===== src/rtl/seq_step_pkg.sv =====
`default_nettype none
package seq_step_pkg;
    localparam int          STEP_W        = 4;
    localparam int          NUM_STEPS     = 16;
    localparam int          NUM_REGS      = 7;
    localparam int          NUM_OUTS      = 5;
    localparam int          CLK_HZ        = 20_000_000;
    localparam int          TIMEOUT_MS    = 500;
    localparam int          TIMEOUT_CYC   = (CLK_HZ / 1000) * TIMEOUT_MS;
    localparam int          PERIOD_MIN_US = 32;
    localparam int          PERIOD_MAX_US = 8192;
    localparam logic [3:0]  STEP_ZERO     = 4'h0;
    localparam logic [3:0]  FIRST_LINREG  = 4'h3;

    typedef enum logic [1:0] {
        WAIT_IDLE  = 2'b00,
        WAIT_HOLD  = 2'b01,
        WAIT_DELAY = 2'b11,
        WAIT_DONE  = 2'b10
    } wait_state_e;

    typedef struct packed {
        logic            auto_ctl;
        logic            keep_cfg;
        logic [STEP_W-1:0] step;
    } reg_cfg_s;

    typedef struct packed {
        logic              polarity;
        logic [STEP_W-1:0] assert_step;
        logic [STEP_W-1:0] deassert_step;
    } out_cfg_s;
endpackage
`default_nettype wire


===== src/rtl/sequencer_step_actions.sv =====
// What this block does
// Act on regulator at its step going up and again going down.
// All regulators sharing a step are acted on within that step.
// Up pass, auto or keep set: enable regulator, select A setting.
// Keep clear: disable regulator, select A (up only when auto clear too).
// Down pass with keep set: stay enabled, switch to B setting.
// Default supply set: step 0 regulators enabled on entering low power.
// Other steps enable only after wakeup; step 0 otherwise normal.
// Default supply clear: step 0 does nothing.
// First linear regulator stays on in reset if all three settings set.
// Each output asserted at its rise step, deasserted at fall step.
// In reset mode all sequencer outputs go inactive.
// Output actions only at steps above zero.
// Polarity sets active level; up pass rise=active, fall=inactive.
// Down pass reverses output actions.
// A wait step above zero holds until wait input event.
// Host clears wait event flag after power-up completes.
// Wait timeout expiry skips later steps, starts shutdown, sets flag.
// Wait step may instead act as a configurable delay.
// Group enabled above disable step going up, disabled below going down.
// Sixteen steps; step period programmable 32 us to 8.192 ms.
// Pointers above final step uncontrolled; non-regulator step 0 disables.
// Power-down runs the power-up sequence in reverse.
// Actions evaluated once per step tick for current step and direction.
// While waiting, regulators and outputs stay unchanged.
`default_nettype none
module sequencer_step_actions
    import seq_step_pkg::*;
#(
    parameter int N_REG       = NUM_REGS,
    parameter int N_OUT       = NUM_OUTS,
    parameter int TIMEOUT_CNT = TIMEOUT_CYC
) (
    // Clock and reset
    input  wire logic                          clk_i,
    input  wire logic                          rst_i,
    // Step counter
    input  wire logic                          step_tick_i,
    input  wire logic                          dir_up_i,
    input  wire logic [STEP_W-1:0]             cur_step_i,
    input  wire logic [STEP_W-1:0]             max_step_i,
    // Modes
    input  wire logic                          reset_mode_i,
    input  wire logic                          enter_low_power_i,
    input  wire logic                          default_supply_enable_i,
    input  wire logic                          first_linreg_on_i,
    // Regulator configuration
    input  wire seq_step_pkg::reg_cfg_s [N_REG-1:0] reg_cfg_i,
    // Output configuration
    input  wire seq_step_pkg::out_cfg_s [N_OUT-1:0] out_cfg_i,
    // Wait step
    input  wire logic [STEP_W-1:0]             wait_step_i,
    input  wire logic                          wait_delay_mode_i,
    input  wire logic [15:0]                   wait_delay_ticks_i,
    input  wire logic                          wait_timeout_en_i,
    input  wire logic                          wait_input_event_flag_i,
    // Group disable
    input  wire logic [STEP_W-1:0]             group_disable_step_i,
    // Outputs
    output logic [N_REG-1:0]                   reg_enable_o,
    output logic [N_REG-1:0]                   reg_sel_b_o,
    output logic [N_OUT-1:0]                   gp_out_o,
    output logic                               group_enable_o,
    output logic                               hold_o,
    output logic                               wait_shutdown_o,
    output logic                               wait_timeout_flag_o
);
    import seq_step_pkg::*;

    wait_state_e       wait_state;
    wait_state_e       next_wait_state;
    logic [31:0]       wait_cnt;
    logic [15:0]       delay_cnt;
    logic [N_OUT-1:0]  out_active;

    wire at_wait      = (wait_step_i != STEP_ZERO) && (cur_step_i == wait_step_i)
                        && (wait_step_i <= max_step_i) && dir_up_i;
    wire holding      = (wait_state == WAIT_HOLD) || (wait_state == WAIT_DELAY);
    wire delay_done   = (delay_cnt >= wait_delay_ticks_i);
    wire timeout_hit  = wait_timeout_en_i && (wait_cnt >= 32'(TIMEOUT_CNT - 1));
    // one evaluation per tick
    // Actions fire once per tick, never while holding
    wire act          = step_tick_i && !holding && !reset_mode_i;
    // step zero gating
    wire step0_ok     = (cur_step_i != STEP_ZERO) || default_supply_enable_i;
    wire keep_first   = default_supply_enable_i && first_linreg_on_i
                        && reg_cfg_i[FIRST_LINREG].keep_cfg
                        && (reg_cfg_i[FIRST_LINREG].step == STEP_ZERO);

    always_comb begin
        next_wait_state = wait_state;
        case (wait_state)
            WAIT_IDLE: begin
                // wait entry
                if (step_tick_i && at_wait && !reset_mode_i)
                    next_wait_state = wait_delay_mode_i ? WAIT_DELAY : WAIT_HOLD;
            end
            WAIT_HOLD: begin
                if (wait_input_event_flag_i || timeout_hit)
                    next_wait_state = WAIT_DONE;
            end
            WAIT_DELAY: begin
                // delay mode
                if (delay_done || timeout_hit)
                    next_wait_state = WAIT_DONE;
            end
            WAIT_DONE: begin
                if (!at_wait)
                    next_wait_state = WAIT_IDLE;
            end
            default: next_wait_state = WAIT_IDLE;
        endcase
        if (reset_mode_i)
            next_wait_state = WAIT_IDLE;
    end

    always_ff @(posedge clk_i) begin
        if (rst_i) begin
            wait_state <= WAIT_IDLE;
            wait_cnt   <= 32'h0000_0000;
            delay_cnt  <= 16'h0000;
        end else begin
            wait_state <= next_wait_state;
            wait_cnt   <= holding ? wait_cnt + 32'h0000_0001 : 32'h0000_0000;
            if (!holding)
                delay_cnt <= 16'h0000;
            else if (step_tick_i)
                delay_cnt <= delay_cnt + 16'h0001;
        end
    end

    always_ff @(posedge clk_i) begin
        if (rst_i) begin
            wait_shutdown_o     <= 1'b0;
            wait_timeout_flag_o <= 1'b0;
        end else begin
            wait_shutdown_o <= 1'b0;
            // timeout shutdown
            if (holding && timeout_hit) begin
                wait_shutdown_o     <= 1'b1;
                wait_timeout_flag_o <= 1'b1;
            end else if (reset_mode_i && !holding) begin
                wait_timeout_flag_o <= wait_timeout_flag_o;
            end
        end
    end

    // hold indication
    assign hold_o = holding || (step_tick_i && at_wait && wait_state == WAIT_IDLE);

    genvar g;
    generate
        for (g = 0; g < N_REG; g++) begin : g_reg
            // per-regulator match
            wire hit = act && (cur_step_i == reg_cfg_i[g].step)
                       && (reg_cfg_i[g].step <= max_step_i) && step0_ok;
            // default supplies
            wire def = enter_low_power_i && default_supply_enable_i
                       && (reg_cfg_i[g].step == STEP_ZERO);
            always_ff @(posedge clk_i) begin
                if (rst_i) begin
                    reg_enable_o[g] <= 1'b0;
                    reg_sel_b_o[g]  <= 1'b0;
                end else if (reset_mode_i) begin
                    // first linear regulator kept on
                    reg_enable_o[g] <= (g == FIRST_LINREG) && keep_first;
                    reg_sel_b_o[g]  <= 1'b0;
                end else if (def) begin
                    reg_enable_o[g] <= 1'b1;
                end else if (hit && dir_up_i) begin
                    // up pass
                    reg_enable_o[g] <= reg_cfg_i[g].auto_ctl || reg_cfg_i[g].keep_cfg;
                    reg_sel_b_o[g]  <= 1'b0;
                end else if (hit) begin
                    // down pass
                    reg_enable_o[g] <= reg_cfg_i[g].keep_cfg;
                    reg_sel_b_o[g]  <= reg_cfg_i[g].keep_cfg;
                end
            end
        end

        for (g = 0; g < N_OUT; g++) begin : g_out
            // valid pointers only
            wire rise_ok = (out_cfg_i[g].assert_step != STEP_ZERO)
                           && (out_cfg_i[g].assert_step <= max_step_i);
            wire fall_ok = (out_cfg_i[g].deassert_step != STEP_ZERO)
                           && (out_cfg_i[g].deassert_step <= max_step_i);
            wire at_rise = act && rise_ok && (cur_step_i == out_cfg_i[g].assert_step);
            wire at_fall = act && fall_ok && (cur_step_i == out_cfg_i[g].deassert_step);
            always_ff @(posedge clk_i) begin
                if (rst_i || reset_mode_i) begin
                    // inactive in reset
                    out_active[g] <= 1'b0;
                end else if (dir_up_i) begin
                    // up pass
                    if (at_rise)
                        out_active[g] <= 1'b1;
                    else if (at_fall)
                        out_active[g] <= 1'b0;
                end else begin
                    // down pass reversed
                    if (at_fall)
                        out_active[g] <= 1'b1;
                    else if (at_rise)
                        out_active[g] <= 1'b0;
                end
            end
            always_ff @(posedge clk_i) begin
                // idle level follows polarity
                if (rst_i)
                    gp_out_o[g] <= ~out_cfg_i[g].polarity;
                else
                    gp_out_o[g] <= out_cfg_i[g].polarity ? next_level(g) : ~next_level(g);
            end
        end
    endgenerate

    function automatic logic next_level(input int idx);
        next_level = out_active[idx];
    endfunction

    // group disable step
    wire grp_ok = (group_disable_step_i != STEP_ZERO) && (group_disable_step_i <= max_step_i);
    always_ff @(posedge clk_i) begin
        if (rst_i || reset_mode_i)
            group_enable_o <= 1'b0;
        else if (act && grp_ok && dir_up_i && cur_step_i > group_disable_step_i)
            group_enable_o <= 1'b1;
        else if (act && grp_ok && !dir_up_i && cur_step_i < group_disable_step_i)
            group_enable_o <= 1'b0;
    end

endmodule // sequencer_step_actions
`default_nettype wire


===== config.mk =====
export PLATFORM = sky130hd
export DESIGN_NAME = sequencer_step_actions
export DESIGN_NICKNAME = d
export VERILOG_FILES = /design/src/rtl/seq_step_pkg.sv /design/src/rtl/sequencer_step_actions.sv
export SDC_FILE = /design/constraint.sdc
export NUM_CORES = 1
export LEC_CHECK = 0
export ABC_AREA = 1
export BUFFER_PORTS_ARGS = -buffer_cell sky130_fd_sc_hd__buf_4
export CAP_MARGIN = 15
export CORE_MARGIN = 4
export CORE_UTILIZATION = 35
export CTS_BUF_LIST = sky130_fd_sc_hd__clkbuf_4 sky130_fd_sc_hd__clkbuf_8 sky130_fd_sc_hd__clkbuf_16
export DETAILED_ROUTE_END_ITERATION = 10
export PLACE_DENSITY = 0.66
export SETUP_SLACK_MARGIN = 0.02
export SYNTH_ARGS = -nofsm -noshare
export SYNTH_HDL_FRONTEND = slang
export SYNTH_SLANG_ARGS = --single-unit
export TNS_END_PERCENT = 30

===== constraint.sdc =====
create_clock -name clk_i -period 2 [get_ports clk_i]
set_input_delay 0.3 -clock clk_i [delete_from_list [all_inputs] [get_ports clk_i]]
set_output_delay 0.3 -clock clk_i [all_outputs]
set_load 0.05 [all_outputs]

Yosys cells after proc, flatten, opt, wreduce, memory -nomap -nowiden
Index checks and enable logic that the tools add are counted.

Register bits after elaboration: 77. Input bits: 130. Output and inout bits: 23. Word-level logic and storage cells: 323.

$add $sub $neg: 2. $lt $le $gt $ge: 23. Eq/ne operators: 25. Mux-type cells: 73. Bitwise operators: 18. Reductions and logical operators: 152.

Operators by type and width (number): 1-bit logical AND (85); 4-bit <= comparator (19); 4-bit equality test (18); 1-bit 2-to-1 mux (67); 4-bit nonzero test (14); 32-bit by 1-bit adder with 32-bit output (second input constant) (1); 32-bit by 24-bit >= comparator with 1-bit output (second input constant) (1); 4-bit zero test (7); 2-bit nonzero test (13); 1-bit NOT (18); 3-bit nonzero test (6); 16-bit by 1-bit adder with 16-bit output (second input constant) (1); 16-bit >= comparator (1); 2-bit AND reduction (7); 1-bit logical OR (13); 2-bit 2-to-1 mux (5); 2-bit case mux with 4 select lines (1); 2-bit equality test (second input constant) (2); 4-bit > comparator (1); 4-bit less-than comparator (1); 2-bit by 1-bit inequality test with 1-bit output (second input constant) (2); 2-bit inequality test (second input constant) (2); 4-bit AND reduction (1); 2-bit OR reduction (2); other kinds (3) (5).

Logic depth before layout (Yosys ltp)
Gate-level depths: netlist (run 1).

Depth in word-level cells: 12. Mapped depth: 18. Gate-level depth less buffers: 18.

Worst setup path after synthesis (run 1)
OpenSTA, ideal clock, no wires.

Path kind: in2out. Start: input port max_step_i[3]. End: output port hold_o. Arrival: 2518 ps. Setup slack: -818 ps. Cell stages on the path: 7. Cells stage by stage: inv_1 ha_1 a21oi_1 o21ai_0 nand2_1 nand2_1 o31ai_1.

Cells in the longest elaborated chain, start to end: 6.

RTL lines: start, declared (line sequencer_step_actions.sv:41) `input wire logic [STEP_W-1:0] max_step_i,`; 4-bit <= comparator (line sequencer_step_actions.sv:77) `&& (wait_step_i <= max_step_i) && dir_up_i;`; 1-bit logical AND (2 in series) (line sequencer_step_actions.sv:77); 1-bit logical AND (2 in series) (line sequencer_step_actions.sv:149) `assign hold_o = holding || (step_tick_i && at_wait && wait_state == WAIT_IDLE);`; 1-bit logical OR (line sequencer_step_actions.sv:149); end, declared (line sequencer_step_actions.sv:64) `output logic hold_o,`.

No other way between the ends.

Worst setup path after layout (run 1)
Start: register wait_cnt[1]. End: register wait_cnt[26].

Cells in the longest elaborated chain, start to end: 1.

RTL lines: start, declared (line sequencer_step_actions.sv:72) `logic [31:0] wait_cnt;`; start signal, assigned (line sequencer_step_actions.sv:124) `wait_cnt <= holding ? wait_cnt + 32'h0000_0001 : 32'h0000_0000;`; 32-bit by 1-bit adder with 32-bit output (line sequencer_step_actions.sv:124).

No other way between the ends. A chain may end at the register's enable or synchronous reset.

==> impl_metrics.ini, run 1 <==
[global_route]
grt_max_degree = 22
antenna_found_initial = 0
grt_overflow = 0
grt_use_total_pct = 19.3
grt_pass1_wl_mm = 35.3
grt_pass1_vias = 7218

[pwr]
p_sw_mw = 1.30
power.share.clock_pct = 37.5
p_int_mw = 2.94
p_total_mw = 4.24
power.share.switching_pct = 30.7
power_density_nw_per_um2 = 456
leakage_nw = 4.33
seqPwrFrac_pct = 36.5
peakVddDrop_v = 0.000327
combPwrFrac_pct = 26.0

[layout]
antennaDiodeCount = 0
drive_above_1_share_pct = 21.3
area.growth.synth_to_final_pct = 29.0
regArea_sq_um = 1540
final_cell_mix = buf_4, nand2_1, inv_1
nets = 1475
layout_commonest_cell = buf_4
multi_input_area_sq_um = 5040
n_fill_cell = 2081

[worst_hold_path]
hp-class = input port to flop
min_from = out_cfg_i[35]
hold_depth = 3

[sta]
post-route-min-period_ns = 1.92
max_freq_ghz = 0.522
relSlewSlack_pct = 67.4
maxSlewViolCount = 0
rsz0062_at_grt = yes
setup_viol = 0
period_share_pct = 95.8
hold_viol = 0
setup_ws_ns = 0.0845
worst_pin_slew_ns = 0.486
clock_skew_ns = 0.00655

[floorplanning]
initial_utilization_pct = 35.6
io_pins = 153
die_area_sq_um = 23000
die_h_um = 151
core_area_sq_um = 20200
rows = 52
die_x_um = 151

[synthesis]
avgSynthCellArea_sq_um = 6.78
synth_edf_count = 0
synth_cell_types = 49
async_reset_ff_share_pct = 0
yosys_warnings = 0
syn_inst = 1063
ys_ff_latch = 77
synth_nets = 1291
synthFlopType = dfxtp_1
syn_area_sq_um = 7210
seq_area_frac_synth_pct = 21.4

[placed_design]
dp_hpwl_mm = 18.2
place_ws_ns = -0.0549
port_buffers = 152
finalWeightedCongestion = 0.964

[cts]
cts_sinks = 77
htreeDepth = 3
cts_buffers = 9
cts_root_buffer = clkbuf_16
clock_path_buffers = 2
cts_hold_buf = 0
worstSkewPairLatency_ns = 0.34
clk_pin_slew_ns = 0.06
cts_tree = done

[drt]
wirelength_mm = 22.6
remaining_drc_errors = 0
vias = 7604
postRouteAntennaNets = 0
drtPass1Iterations = 5
drt-initial-drc-count = 383
post_drt_wl_per_cell_um = 14.9
viasPerCell = 5.00

[critical_path]
setup.worst_path.start = wait_cnt[1]$_SDFF_PP0_
arrival_ns = 2.20
worst_path_max_delay_cell = dfxtp_2
critPathMaxFanout = 4
endpoint_kind = flop
cp.required_ns = 2.29
worstSetupPathType = flop to flop
cp-start-kind = flop
rr_startpoint = wait_cnt[1]$_SDFF_PP0_
cpMostUsedCell = nor2_4
cp_cell_sequence = ha_2, nand3_4, nor2_4, nand2_4, nor3_4, nand4_2, nor2_4, nand2_2, a21oi_2, o21a_1
slowest_delay_ns = 0.34
cp_num_buf_inv = 0
crit_family = simple AND/OR/NAND/NOR gates
r2r_cells = 10
cp.depth = 10

[flow_run]
maxCapViolations = 0

[status]
status = finished clean
## metal layers
metal	share of wire [%]	track usage (%)
met5	0	0
met3	9.0	4.64
met2	44	31.9
met1	45	25.0
met4	2.5	6.20
## logic make-up (layout without fill, tap and decap cells)
group           after synthesis  after routing  synth area share (%)
simple gates                458            458                  30.1
compound gates              193            193                  15.5
buf+inv                     189            378                  10.2
fa+ha+maj                    98             98                  17.0
flops                        77             77                  21.4
xor+xnor                     48             48                  5.83
## through the flow
step | cells | util (%) | TNS [ns] | hold slack (ns) | cell area (sq um)
2_1_floorplan | 1063 | - | -0.00739 | 0.413 | 7280
3_3_place_gp | 1500 | 44.1 | 0 | 0.436 | 8920
3_5_place_dp | 1500 | 44.1 | -0.0831 | 0.444 | 8920
4_1_cts | 1516 | 45.5 | 0 | 0.154 | 9210
5_1_grt | 1522 | 45.9 | -0.0338 | 0.165 | 9300
6_report | 1522 | 45.9 | 0 | 0.164 | 9300
## cell type report
cell class,instances,area share (%)
Multi-Input combinational cell,797,54.2
Tap cell,270,3.63
Clock inverter,6,0.498
Clock buffer,10,2.57
Inverter,171,7.03
Sequential cell,77,16.6
Timing Repair Buffer,191,15.5
## final timing paths
check	endpoint	slack (ns)
setup / recovery	wait_cnt[26]$_SDFF_PP0_	0.08
hold / removal	gp_out_o[3]$_DFF_P_	0.16
setup reg to reg	wait_cnt[26]$_SDFF_PP0_	0.08
hold reg to reg	reg_sel_b_o[2]$_SDFFE_PP0P_	0.45
## sequential cells by signal (all words and copies together), names as in the netlist
register	cells
reg_sel_b_o	7
group_enable_o	1
out_active	5
wait_timeout_flag_o	1
wait_state	2
wait_cnt	32
delay_cnt	16
reg_enable_o	7
wait_shutdown_o	1
gp_out_o	5
## synth_stat cells (3+ instances only)
cell type	n	area [sq um]
o21a_1	8	60.1
a21oi_1	89	445
nor2_4	5	56.3
nor3_4	3	48.8
nand3_1	33	165
and3_1	3	18.8
o22ai_1	4	25.0
nor2_2	3	18.8
nor4_2	7	87.6
nor4_1	16	100
xor2_1	19	166
nand3b_1	3	22.5
xnor2_1	29	254
nor3_1	35	175
ha_1	98	1230
inv_1	167	627
nand2_1	179	672
o21ai_0	60	300
nor2_1	123	462
dfxtp_1	77	1540
buf_2	9	45.0
inv_2	3	11.3
a32o_1	16	160
clkbuf_1	6	22.5
nand4_1	24	150
or2_2	11	68.8
## worst reg2reg max path: cells and delay by family (launching register included)
family / cells / cell delay, ns
simple gates: 7 / 1.10
compound gates: 2 / 0.22
fa+ha+maj: 1 / 0.21
flops: 1 / 0.34
## what timing repair did
| item | 4_1_cts | 5_1_grt |
|---|---|---|
| pin swaps | 1 | 8 |
| setup endpoints to repair | 1 | 8 |
| buffers inserted | 0 | 6 |
| hold endpoints to repair | 0 | 0 |
| resized for setup | 1 | 13 |
## power groups by stage
stage	Sequential (mW)	Combinational (mW)	Clock, mW
floorplan	1.61	0.576	0
global placement	1.58	1.06	0
detailed placement	1.58	1.09	0
CTS	1.55	1.10	1.64
global route	1.55	1.23	1.71
finish	1.55	1.10	1.59
No activity file was read; power rests on OpenSTA's default activity.
==> run 2, diff against run 1 <==
--- a/config.mk
+++ b/config.mk
@@ -5,14 +5,13 @@
 export SDC_FILE = /design/constraint.sdc
 export NUM_CORES = 1
 export LEC_CHECK = 0
-export ABC_AREA = 1
 export BUFFER_PORTS_ARGS = -buffer_cell sky130_fd_sc_hd__buf_4
 export CAP_MARGIN = 15
 export CORE_MARGIN = 4
 export CORE_UTILIZATION = 35
 export CTS_BUF_LIST = sky130_fd_sc_hd__clkbuf_4 sky130_fd_sc_hd__clkbuf_8 sky130_fd_sc_hd__clkbuf_16
 export DETAILED_ROUTE_END_ITERATION = 10
-export PLACE_DENSITY = 0.66
+export PLACE_DENSITY = 0.58
 export SETUP_SLACK_MARGIN = 0.02
 export SYNTH_ARGS = -nofsm -noshare
 export SYNTH_HDL_FRONTEND = slang
==> run 2 against run 1 <==
Against the previous run:
- worst setup slack worse by 0.017 ns
- first-iteration DRC count decreased by 39%
- power up 2.6%
- global-route usage fell by 1.1 points
- maximum frequency is 0.88% lower
- cell count fell by 20%
- sequential cell count did not move
- register-to-register slack gained 0.09 ns
- sequential share of layout area is 1.0 points higher
- clock-buffer cell count shrank 1
- worst hold slack worse by 0.028 ns
- largest cell class unchanged
==> impl_metrics.ini, run 2 <==
[status]
status = finished clean

[layout]
top_regs = wait_cnt: 32 flops, delay_cnt: 16 flops
regMostFlops = wait_cnt
design_area_sq_um = 8760
area.growth.synth_to_final_pct = 31.9
final_cell_mix = buf_4, ha_1, dfxtp_1
largest_register_ffs = 32
final_core_util_pct = 46.8
nets = 1212
layout_commonest_cell = buf_4
drive_above_1_share_pct = 24.9

[floorplanning]
die_h_um = 146
rows = 50
core_area_sq_um = 18700
initial_utilization_pct = 35.5
die_area_sq_um = 21300
io_pins = 153
die_x_um = 146

[pwr]
peakVddDrop_v = 0.000464
p_total_mw = 4.35
power_density_nw_per_um2 = 496
leakage_nw = 3.80

[global_route]
grt_pass1_wl_mm = 31.8
antenna_found_initial = 0
grt_max_degree = 31
grt_use_total_pct = 18.2
grt_overflow = 0
grt_pass1_vias = 6305

[synthesis]
synth_top_area_cell = dfxtp_1
seq_area_frac_synth_pct = 23.2
yosys_warnings = 0
avgSynthCellArea_sq_um = 8.29
synth_cell_types = 48
synth_edf_count = 0
yosysMostFrequentCell = ha_1
ys_ff_latch = 77
syn_area_sq_um = 6640
synth_nets = 1029
async_reset_ff_share_pct = 0
synthFlopType = dfxtp_1
yosys-top-cells-area = dfxtp_1, ha_1, xor2_1
synth_top_area_share_pct = 23.2
synth_common_cells = ha_1, dfxtp_1, xor2_1
syn_inst = 801

[drt]
drtPass1Iterations = 5
drt-initial-drc-count = 232
vias = 6283
post_drt_wl_per_cell_um = 15.8
highest_layer = met4
remaining_drc_errors = 0
route.met3.wl_um = 935
viasPerCell = 5.13
m1WireLength_mm = 9.16
wirelength_mm = 19.4
postRouteAntennaNets = 0
wl_met2_mm = 9.04

[placed_design]
place_area_sq_um = 8320
finalWeightedCongestion = 0.846
port_buffers = 152
dp_hpwl_mm = 14.9

[critical_path]
cp-start-kind = input port
endpoint_kind = output port
arrival_ns = 1.63
critPathMaxFanout = 2
r2r_cells = 6
worstSetupPathType = input port to output port
cp.required_ns = 1.70

[sta]
maxSlewViolCount = 0
hold_viol = 0
worst_pin_slew_ns = 0.553
clock_skew_ns = 0.00803
post-route-min-period_ns = 1.93
relSlewSlack_pct = 63.1
period_share_pct = 96.6
setup_viol = 0
max_freq_ghz = 0.517
rsz0062_at_grt = yes

[worst_hold_path]
hold_depth = 2
hp-class = input port to flop

[cts]
clk_pin_slew_ns = 0.07
htreeDepth = 3
worstSkewPairLatency_ns = 0.34
cts_hold_buf = 0
cts_sinks = 77
cts_tree = done
cts_buffers = 9
cts_root_buffer = clkbuf_16
clock_path_buffers = 2

[flow_run]
maxCapViolations = 0
run 2: cell count changes in the layout (fill, tap and decap cells not counted), sizes merged, moves of 18 or more:
cell   delta
a21oi    -67
inv     -118
nand2   -151
nand4    +18
nor2     -59
nor2b    +33
nor3     -23
o21a     +29
o21ai    -31
xor2     +52
run 2: timing repair:
item                       CTS  global route
hold endpoints to repair     0             0
pin swaps                    5             8
buffers inserted             3             1
gates resized for setup     13            20
setup endpoints to repair    1            17
run 2: cells by family after synthesis:
| logic type | share of synthesized area (%) |
|---|---|
| simple gates | 24.4 |
| compound gates | 11.6 |
| xor+xnor | 15.3 |
| fa+ha+maj | 18.5 |
| buf+inv | 4.61 |
| flops | 23.2 |
| mux | 2.41 |
run 2: through the flow:
stage | std cells | setup slack [ns] | hold slack, ns | TNS [ns]
after floorplan | 801 | -0.0782 | 0.372 | -0.574
after global placement | 1203 | -0.188 | 0.485 | -2.45
after detailed placement | 1203 | -0.238 | 0.487 | -3.39
after CTS | 1222 | 0.0192 | 0.122 | 0
after global routing | 1223 | -0.0185 | 0.137 | -0.0566
final | 1224 | 0.0675 | 0.136 | 0
run 2: layout make-up:
cell class	instances	area [sq um]
Clock buffer	9	225
Timing Repair Buffer	198	1530
Tap cell	234	293
Clock inverter	7	81.3
Antenna cell	1	2.50
Multi-Input combinational cell	647	4890
Fill cell	1872	9940
Sequential cell	77	1540
Inverter	51	199
run 2: layer usage:
layer  track usage [%]  up-vias
met5                 0        -
met4              4.46        0
met3              3.52       15
met2              31.0      138
met1              23.8     2907
li1                  -     3223
run 2: final timing paths:
check                                           startpoint                    endpoint  slack [ns]
worst max-delay path                         max_step_i[1]                      hold_o        0.07
worst min register to register  out_active[3]$_SDFFE_PP0P_  out_active[3]$_SDFFE_PP0P_        0.49
worst max register to register      wait_cnt[7]$_SDFF_PP0_  wait_state[0]$_SDFFE_PP0P_        0.17
worst min-delay path                          out_cfg_i[8]         gp_out_o[0]$_DFF_P_        0.14
run 2: power breakdown:
group	switching, mW	internal (mW)	leakage (nW)
Combinational	0.538	0.531	3.04
Sequential	0.00385	1.54	0.623
Clock	0.750	0.986	0.141
run 2: critical path: stages:
cell and delay [ns]:
buf_6 0.07, clkinvlp_4 0.09, buf_12 0.14, ha_4 0.26, a21oi_2 0.05, o21ai_2 0.14
a211oi_2 0.07, buf_4 0.14, a31o_4 0.22, buf_8 0.15
